$ cat config.mk
export PLATFORM = sky130hd
export DESIGN_NAME = ifr_regs
export DESIGN_NICKNAME = d
export VERILOG_FILES = /design/src/ifr_pkg.sv /design/src/ifr_regs.sv
export SDC_FILE = /design/constraint.sdc
export NUM_CORES = 1
export LEC_CHECK = 0
export BUFFER_PORTS_ARGS = -buffer_cell sky130_fd_sc_hd__buf_2
export CAP_MARGIN = 20
export CORE_ASPECT_RATIO = 0.75
export CORE_MARGIN = 1.5
export CORE_UTILIZATION = 43
export CTS_BUF_LIST = sky130_fd_sc_hd__clkbuf_4 sky130_fd_sc_hd__clkbuf_8
export CTS_CLUSTER_SIZE = 24
export DETAILED_ROUTE_END_ITERATION = 12
export GPL_ROUTABILITY_DRIVEN = 1
export PLACE_DENSITY = 0.82
export SYNTH_ARGS = -nofsm -noshare
export SYNTH_HDL_FRONTEND = slang
export SYNTH_SLANG_ARGS = --single-unit
export TNS_END_PERCENT = 50
$ cat constraint.sdc
create_clock -name clk -period 1.7 [get_ports clk]
set_input_delay 0 -clock clk [delete_from_list [all_inputs] [get_ports clk]]
set_output_delay 0 -clock clk [all_outputs]
set_load 0.02 [all_outputs]
$ cat src/ifr_pkg.sv
package ifr_pkg;

  localparam int          IFR_DW        = 16;
  localparam int          IFR_AW        = 6;
  localparam int          IFR_NUM_FLG   = 5;
  localparam int          IFR_NUM_EXT   = 3;

  // Byte offsets of the register words
  localparam logic [5:0]  OFF_CTL_TWO   = 6'h00;
  localparam logic [5:0]  OFF_FLAGS_0   = 6'h04;
  localparam logic [5:0]  OFF_FLAGS_1   = 6'h08;
  localparam logic [5:0]  OFF_FLAGS_2   = 6'h0c;
  localparam logic [5:0]  OFF_FLAGS_3   = 6'h10;
  localparam logic [5:0]  OFF_FLAGS_4   = 6'h14;
  localparam logic [5:0]  OFF_EV_STAT   = 6'h18;
  localparam logic [5:0]  OFF_EV_MASK   = 6'h1c;

  // Control register field positions
  localparam int          CTL_ALT_BIT   = 15;
  localparam int          CTL_IDIS_BIT  = 14;
  localparam int          CTL_EP0_BIT   = 0;

  // Implemented bits of each flag register, full family
  localparam logic [15:0] FLG0_IMPL     = 16'hb9cd;
  localparam logic [15:0] FLG1_IMPL     = 16'hea1f;
  localparam logic [15:0] FLG2_IMPL     = 16'h0020;
  localparam logic [15:0] FLG3_IMPL     = 16'h0006;
  localparam logic [15:0] FLG4_IMPL     = 16'h0106;

  // Bits absent on reduced family members
  localparam logic [15:0] FLG0_REDUCED  = 16'h0000;
  localparam logic [15:0] FLG1_REDUCED  = 16'hca00;
  localparam logic [15:0] FLG2_REDUCED  = 16'h0000;
  localparam logic [15:0] FLG3_REDUCED  = 16'h0006;
  localparam logic [15:0] FLG4_REDUCED  = 16'h0004;

  // Control register read and write masks
  localparam logic [15:0] CTL_RD_MASK   = 16'hc007;
  localparam logic [15:0] CTL_WR_MASK   = 16'h8007;

  // Where the external request flags sit
  localparam int          EXT0_REG      = 0;
  localparam int          EXT0_BIT      = 0;
  localparam int          EXT1_REG      = 1;
  localparam int          EXT1_BIT      = 4;
  localparam int          EXT2_REG      = 1;
  localparam int          EXT2_BIT      = 13;

  localparam logic [15:0] REG_RST_VAL   = 16'h0000;
  localparam logic [4:0]  EV_RST_VAL    = 5'h00;

  typedef enum logic [1:0] {
    IFR_ST_IDLE = 2'b01,
    IFR_ST_ACK  = 2'b10
  } ifr_bus_st_t;

  typedef struct packed {
    logic       alt;
    logic       dis_act;
    logic [2:0] pol;
  } ifr_ctl_t;

  typedef struct packed {
    logic        cyc;
    logic        stb;
    logic        we;
    logic [3:0]  sel;
    logic [5:0]  adr;
    logic [31:0] dat;
  } ifr_wb_req_t;

endpackage : ifr_pkg

$ cat src/ifr_regs.sv
`timescale 1ns/1ps

// Summary of operation
// - Control bit 15 selects alternate vector table
// - Control bit 14 mirrors disable-instruction status, read-only
// - Control bits 2:0: 1 falling, 0 rising
// - Flag register zero holds ten source flags
// - Flag register one holds ten source flags
// - Flag register two: only timer3 gate bit
// - Flag register three: port2 collision and event
// - Flag register four: voltage detect, serial errors
// - Flags show request; software may read/write
// - Unimplemented bits always read zero
// - All implemented bits reset to zero
// - Reduced members drop second-port and timer4 flags
// - Sources set flags; software clears by writing
module ifr_regs
  import ifr_pkg::*;
#(
  parameter bit FULL_FAMILY = 1'b1
)(
  input  wire logic                         clk,                 // System clock
  input  wire logic                         nrst,                // Async reset, active low
  input  wire logic                         wb_cyc_i,            // Bus cycle
  input  wire logic                         wb_stb_i,            // Bus strobe
  input  wire logic                         wb_we_i,             // Write enable
  input  wire logic [IFR_AW-1:0]            wb_adr_i,            // Byte address
  input  wire logic [3:0]                   wb_sel_i,            // Byte lane selects
  input  wire logic [31:0]                  wb_dat_i,            // Write data
  output logic      [31:0]                  wb_dat_o,            // Read data
  output logic                              wb_ack_o,            // Bus acknowledge
  input  wire logic [IFR_NUM_FLG-1:0][15:0] flag_set,            // Per-source set pulses
  input  wire logic                         irq_disable_active,  // Disable instruction in effect
  input  wire logic [IFR_NUM_EXT-1:0]       ext_pin,             // External request pins
  output logic                              alt_vector_select,   // Alternate table in use
  output logic      [IFR_NUM_EXT-1:0]       ext_edge_polarity,   // 1 falling, 0 rising
  output logic      [IFR_NUM_FLG-1:0][15:0] flags,               // Request flag registers
  output logic                              irq                  // Summary interrupt
);

  function automatic logic [15:0] impl_mask(input int idx);
    logic [15:0] base;
    logic [15:0] red;
    base = 16'h0000;
    red  = 16'h0000;
    case (idx)
      0: begin base = FLG0_IMPL; red = FLG0_REDUCED; end
      1: begin base = FLG1_IMPL; red = FLG1_REDUCED; end
      2: begin base = FLG2_IMPL; red = FLG2_REDUCED; end
      3: begin base = FLG3_IMPL; red = FLG3_REDUCED; end
      4: begin base = FLG4_IMPL; red = FLG4_REDUCED; end
      default: begin base = 16'h0000; red = 16'h0000; end
    endcase
    return FULL_FAMILY ? base : (base & ~red);
  endfunction : impl_mask

  function automatic logic [15:0] lane_merge(input logic [15:0] old,
                                             input logic [15:0] wdat,
                                             input logic [3:0]  sel);
    logic [15:0] res;
    res = old;
    if (sel[0])
    begin
      res[7:0] = wdat[7:0];
    end
    if (sel[1])
    begin
      res[15:8] = wdat[15:8];
    end
    return res;
  endfunction : lane_merge

  function automatic logic [5:0] flag_off(input int idx);
    return OFF_FLAGS_0 + 6'(idx * 4);
  endfunction : flag_off

  ifr_wb_req_t                    req;
  ifr_bus_st_t                    st_r;
  ifr_bus_st_t                    st_nxt;
  ifr_ctl_t                       ctl_r;
  logic [IFR_NUM_FLG-1:0][15:0]   flag_r;
  logic [IFR_NUM_FLG-1:0][15:0]   flag_nxt;
  logic [IFR_NUM_FLG-1:0][15:0]   hw_set;
  logic [IFR_NUM_FLG-1:0]         ev_stat_r;
  logic [IFR_NUM_FLG-1:0]         ev_mask_r;
  logic [IFR_NUM_FLG-1:0]         ev_stat_nxt;
  logic [IFR_NUM_EXT-1:0]         pin_s1_r;
  logic [IFR_NUM_EXT-1:0]         pin_s2_r;
  logic [IFR_NUM_EXT-1:0]         pin_prev_r;
  logic [IFR_NUM_EXT-1:0]         ext_edge;
  logic                           wr_en;
  logic [15:0]                    wdat;
  logic [31:0]                    rd_nxt;
  logic                           irq_r;
  logic [5:0]                     adr_w;
  logic [15:0]                    ctl_wr;

  assign req  = '{cyc: wb_cyc_i, stb: wb_stb_i, we: wb_we_i, sel: wb_sel_i, adr: wb_adr_i, dat: wb_dat_i};
  assign wdat = req.dat[15:0];
  assign adr_w = req.adr & 6'h3c;
  // Control word as the write would leave it; the status bit is never taken from it
  assign ctl_wr = lane_merge({ctl_r.alt, 12'h000, ctl_r.pol}, wdat, req.sel);
  // Writes land on the edge at which the master samples ack
  assign wr_en = req.cyc && req.stb && req.we && (st_r == IFR_ST_ACK);

  always_comb
  begin
    st_nxt = st_r;
    case (st_r)
      IFR_ST_IDLE: st_nxt = (req.cyc && req.stb) ? IFR_ST_ACK : IFR_ST_IDLE;
      IFR_ST_ACK:  st_nxt = IFR_ST_IDLE;
      default:     st_nxt = IFR_ST_IDLE;
    endcase
  end

  always_ff @(posedge clk or negedge nrst)
  begin
    if (!nrst)
    begin
      st_r <= IFR_ST_IDLE;
    end
    else
    begin
      st_r <= st_nxt;
    end
  end

  assign wb_ack_o = st_r[1];

  // Read data is captured when the request is first seen
  always_comb
  begin
    rd_nxt = 32'h0000_0000;
    case (req.adr & 6'h3c)
      OFF_CTL_TWO: rd_nxt[15:0] = {ctl_r.alt, ctl_r.dis_act, 11'h000, ctl_r.pol} & CTL_RD_MASK;
      OFF_FLAGS_0: rd_nxt[15:0] = flag_r[0] & impl_mask(0);
      OFF_FLAGS_1: rd_nxt[15:0] = flag_r[1] & impl_mask(1);
      OFF_FLAGS_2: rd_nxt[15:0] = flag_r[2] & impl_mask(2);
      OFF_FLAGS_3: rd_nxt[15:0] = flag_r[3] & impl_mask(3);
      OFF_FLAGS_4: rd_nxt[15:0] = flag_r[4] & impl_mask(4);
      OFF_EV_STAT: rd_nxt[4:0]  = ev_stat_r;
      OFF_EV_MASK: rd_nxt[4:0]  = ev_mask_r;
      default:     rd_nxt       = 32'h0000_0000;
    endcase
  end

  always_ff @(posedge clk or negedge nrst)
  begin
    if (!nrst)
    begin
      wb_dat_o <= 32'h0000_0000;
    end
    else if (req.cyc && req.stb && (st_r == IFR_ST_IDLE))
    begin
      wb_dat_o <= rd_nxt;
    end
  end

  always_ff @(posedge clk or negedge nrst)
  begin
    if (!nrst)
    begin
      ctl_r <= '0;
    end
    else
    begin
      ctl_r.dis_act <= irq_disable_active;
      if (wr_en && (adr_w == OFF_CTL_TWO))
      begin
        ctl_r.alt <= ctl_wr[CTL_ALT_BIT];
        ctl_r.pol <= ctl_wr[CTL_EP0_BIT +: 3];
      end
    end
  end

  assign alt_vector_select = ctl_r.alt;
  assign ext_edge_polarity = ctl_r.pol;

  // Pin synchroniser; the last stage keeps the previous level
  always_ff @(posedge clk or negedge nrst)
  begin
    if (!nrst)
    begin
      pin_s1_r   <= '0;
      pin_s2_r   <= '0;
      pin_prev_r <= '0;
    end
    else
    begin
      pin_s1_r   <= ext_pin;
      pin_s2_r   <= pin_s1_r;
      pin_prev_r <= pin_s2_r;
    end
  end

  always_comb
  begin
    for (int i = 0; i < IFR_NUM_EXT; i++)
    begin
      ext_edge[i] = ctl_r.pol[i] ? (pin_prev_r[i] && !pin_s2_r[i]) : (!pin_prev_r[i] && pin_s2_r[i]);
    end
  end

  always_comb
  begin
    hw_set = flag_set;
    hw_set[EXT0_REG][EXT0_BIT] = flag_set[EXT0_REG][EXT0_BIT] | ext_edge[0];
    hw_set[EXT1_REG][EXT1_BIT] = flag_set[EXT1_REG][EXT1_BIT] | ext_edge[1];
    hw_set[EXT2_REG][EXT2_BIT] = flag_set[EXT2_REG][EXT2_BIT] | ext_edge[2];
    for (int k = 0; k < IFR_NUM_FLG; k++)
    begin
      hw_set[k] = hw_set[k] & impl_mask(k);
    end
  end

  always_comb
  begin
    flag_nxt = flag_r;
    for (int k = 0; k < IFR_NUM_FLG; k++)
    begin
      if (wr_en && ((req.adr & 6'h3c) == flag_off(k)))
      begin
        flag_nxt[k] = lane_merge(flag_r[k], wdat, req.sel) & impl_mask(k);
      end
      flag_nxt[k] = flag_nxt[k] | hw_set[k];
    end
  end

  always_ff @(posedge clk or negedge nrst)
  begin
    if (!nrst)
    begin
      flag_r <= {IFR_NUM_FLG{REG_RST_VAL}};
    end
    else
    begin
      flag_r <= flag_nxt;
    end
  end

  assign flags = flag_r;

  // Event status: one sticky bit per flag register, write one to clear
  always_comb
  begin
    ev_stat_nxt = ev_stat_r;
    if (wr_en && ((req.adr & 6'h3c) == OFF_EV_STAT) && req.sel[0])
    begin
      ev_stat_nxt = ev_stat_r & ~wdat[4:0];
    end
    for (int k = 0; k < IFR_NUM_FLG; k++)
    begin
      ev_stat_nxt[k] = ev_stat_nxt[k] | (|hw_set[k]);
    end
  end

  always_ff @(posedge clk or negedge nrst)
  begin
    if (!nrst)
    begin
      ev_stat_r <= EV_RST_VAL;
    end
    else
    begin
      ev_stat_r <= ev_stat_nxt;
    end
  end

  always_ff @(posedge clk or negedge nrst)
  begin
    if (!nrst)
    begin
      ev_mask_r <= EV_RST_VAL;
    end
    else if (wr_en && ((req.adr & 6'h3c) == OFF_EV_MASK) && req.sel[0])
    begin
      ev_mask_r <= wdat[4:0];
    end
  end

  always_ff @(posedge clk or negedge nrst)
  begin
    if (!nrst)
    begin
      irq_r <= 1'b0;
    end
    else
    begin
      irq_r <= |(ev_stat_r & ev_mask_r);
    end
  end

  assign irq = irq_r;
endmodule : ifr_regs

==> key figures <==
Floorplan
  • I/O Pins: 249
  • Starting Density: 44.0%
  • Core region area: approximately 0.0084 mm^2
  • Row cnt: 29
  • Die area: slightly above 0.009 mm^2
  • Die W: 110 um
  • Die Y: 83.3 um

Clock tree
  • CTS Buf Count: 9
  • CTS tree: yes
  • Clock-pin slew on the worst setup and hold paths: 0.07 ns
  • H-tree Lvls: 3
  • Root Driver: clkbuf_8
  • Post-CTS setup buffers: 0
  • TritonCTS Sinks: 68
  • Max Root-Sink Buffers: 2
  • Clk Latency, worst-skew pair: 0.34 ns

Synth
  • Seq/Total Area, Yosys: 46.0%
  • Avg Inst Size Synth: 10.4 um^2
  • Yosys reg bits: 68
  • Most frequent cell after synthesis: buf_4
  • Cells after Synth: ~360
  • Yosys warns: 0
  • Netlist Area Pre-Place: ~0.0037 mm^2
  • Area contributors post-synth: dfrtp_1 45%, buf_4 16%, nor3_1 3.2%, mux2i_1 3.0%, mux2_2 2.7%
  • FFs w/ async S/R, synth: 100%
  • Top-area cell type share of the netlist area: 45.3%
  • Synth cell types: 50
  • Cell taking the most area after synthesis: dfrtp_1
  • EDFF count, synth: 0
  • Top_reg_cell synth: dfrtp_1
  • Synth top cells by count: 77 x buf_4, 67 x dfrtp_1, 24 x nor2_1, 24 x nor3_1, 21 x nand2_1

STA
  • Fin crit period: 1.59 ns
  • Hold WS: 0.0233 ns
  • RSZ-0062 raised after global routing: no
  • Setup Skew: between 0.003 and 0.004 ns
  • Slew HR: 59.2%
  • Fmax: 629 MHz
  • Final period utilization: 93.5%
  • Fin. Hold Viols: 0
  • Setup TNS: 0 ns
  • Worst slew pin tran: between 0.6 and 0.7 ns
  • Final setup vio count: 0
  • Slew Viols, Final: 0

Critical path
  • Crit path kind: reg -> reg
  • Crit-path slowest cell: dfstp_2
  • Critical Path Max Stage Delay: 0.37 ns
  • Max FO, Critical Path: 4
  • Crit path DAT: 1.82 ns
  • Worst endpoint required time: between 1.5 and 2 ns
  • CP Cell Sequence: nand4b_2, nor4_4, buf_4, nand2_1, a211o_1
  • Element type at the critical path end: flip-flop
  • Crit start category: flip-flop

Drt
  • DRT iter0 DRCs: around 190
  • Vias per inst: 4.99
  • Vias: 3127
  • Routed WL: 10200 um
  • Pre-Repair DR Iteration Count: 5
  • Wirelength per Cell: around 16 um
  • DRT antenna net count: 0
  • # DRC: 0

Power
  • Maximum VDD drop: 0.450 mV
  • Pwr/cell area: approximately 740 mW/mm^2
  • Leakage: about 2.2 nW
  • Pwr Total: 0.00356 W

Place
  • Port Buffers: 102
  • RePlAce Congestion: roughly 0.87
  • HPWL Detailed: 7250 um

Global routing
  • All-Layer GR Usage: 22.9%
  • Vias in the first global route: 3033
  • Largest net degree at the start of global routing: 27
  • First-pass GRT wire length: 15700 um
  • Total gr overflow: 0
  • Initial antenna violation count: 0

Finish
  • Area growth, synth to finish: 29.2%
  • Fin nets: 647
  • Number of diodes: 0
  • Layout cell share with drive strength beyond 1: between 30% and 40%

Worst hold path
  • Tightest Hold Check Type: in -> reg

Outcome
  • Status: finished, final reports clean

Flow run
  • Max_cap viols: 0
## placed cells by master, fill, tap and decap left out, types with 2 or more instances in the layout
| cell | instances |
|---|---|
| o21ai_0 | 9 |
| inv_1 | 3 |
| nand2_1 | 21 |
| and3_1 | 2 |
| clkbuf_4 | 2 |
| buf_4 | 15 |
| nor3b_1 | 4 |
| conb_1 | 71 |
| a21o_1 | 3 |
| a22o_1 | 7 |
| nor4b_4 | 2 |
| nand4_1 | 8 |
| buf_2 | 102 |
| nor3_1 | 24 |
| a31oi_1 | 2 |
| a211o_1 | 6 |
| buf_12 | 2 |
| a21oi_1 | 19 |
| a22oi_1 | 3 |
| and3b_1 | 3 |
| nand4_2 | 2 |
| mux2i_1 | 11 |
| o41ai_1 | 2 |
| mux2_2 | 9 |
| dfrtp_1 | 67 |
| nor2b_1 | 8 |
| nor3_2 | 3 |
| nor2_1 | 24 |
| clkbuf_8 | 9 |
| nand2b_1 | 2 |
| dlygate4sd3_1 | 46 |
| nor4_1 | 4 |
| clkinv_2 | 2 |
## routing by layer
layer | up-vias | routed length (um) | GRT usage [%] | part of all wire (%)
li1 | 1450 | - | - | -
met1 | 1503 | 4400 | 31.3 | 43
met2 | 150 | 4680 | 34.3 | 46
met3 | 24 | 852 | 6.44 | 8.4
met4 | 0 | 239 | 8.86 | 2.4
met5 | - | 0 | 0 | 0
## area by class of cell
type                       instances  area (um^2)
clock buffer                      11          139
clock inverter                     3         40.0
fill                             735         3640
inverter                           3         11.3
multi-input combinational        269         1630
sequential                        68         1700
tap                              108          135
timing repair buffer             165         1120
## sequential cells by signal, summed over array words and instances (netlist names)
name and flops:
ev_mask_r 5, st_r 2, irq 1, pin_prev_r 3, pin_s2_r 3, wb_dat_o 15, alt_vector_select 1, ev_stat_r 5
ext_edge_polarity 3, flags 26, ctl_r 1, pin_s1_r 3
## critical path, delay by kind of cell (launching register included)
| family | cells | cell delay, ns |
|---|---|---|
| simple gates | 3 | 0.65 |
| flops | 1 | 0.37 |
| compound gates | 1 | 0.28 |
| buf+inv | 1 | 0.18 |
## per-stage QoR
stage / std cells / instance area [um^2] / util [%] / setup slack, ns
2_1_floorplan: 426 / 3960 / - / 0.0897
3_3_place_gp: 567 / 4140 / 49.2 / 0.0203
3_5_place_dp: 567 / 4140 / 49.2 / 0.0500
4_1_cts: 627 / 4780 / 56.8 / 0.0422
5_1_grt: 627 / 4780 / 56.8 / 0.0283
6_report: 627 / 4780 / 56.8 / 0.111
## worst paths after layout
kind	start	to	slack, ns	cells past startpoint
setup reg to reg	st_r[0]	ev_stat_r[3]	0.11	5
hold reg to reg	pin_s1_r[0]	pin_s2_r[0]	0.35	0
max in group asynchronous	nrst	pin_s2_r[1]	0.91	3
min in group asynchronous	nrst	pin_s1_r[2]	0.20	2
setup / recovery	st_r[0]	ev_stat_r[3]	0.11	5
hold / removal	wb_dat_i[2]	ev_stat_r[2]	0.02	3
## what timing repair did
action	in CTS	in global routing
setup endpoints to repair	0	4
gates resized for setup	0	1
endpoints found under the hold margin	63	0
hold buffers	46	0
## cells by family (layout without fill, tap and decap cells)
kind of cell           Yosys count  after routing  share of synthesized area (%)
muxes                           21             21                           6.32
DFF                             68             68                           46.0
buffers and inverters           89            182                           17.1
and+or+nand+nor                118            118                           19.6
other                            1             71                          0.101
AOI/OAI and AO/OA               59             59                           10.9
## where the power goes
part	internal, W	leakage [nW]	total, W	switching [W]
Combinational	0.000219	1.39	0.000616	0.000397
Sequential	0.00167	0.755	0.00169	0.0000271
Clock	0.000689	0.0959	0.00125	0.000563
(Power assumes the default switching activity.)
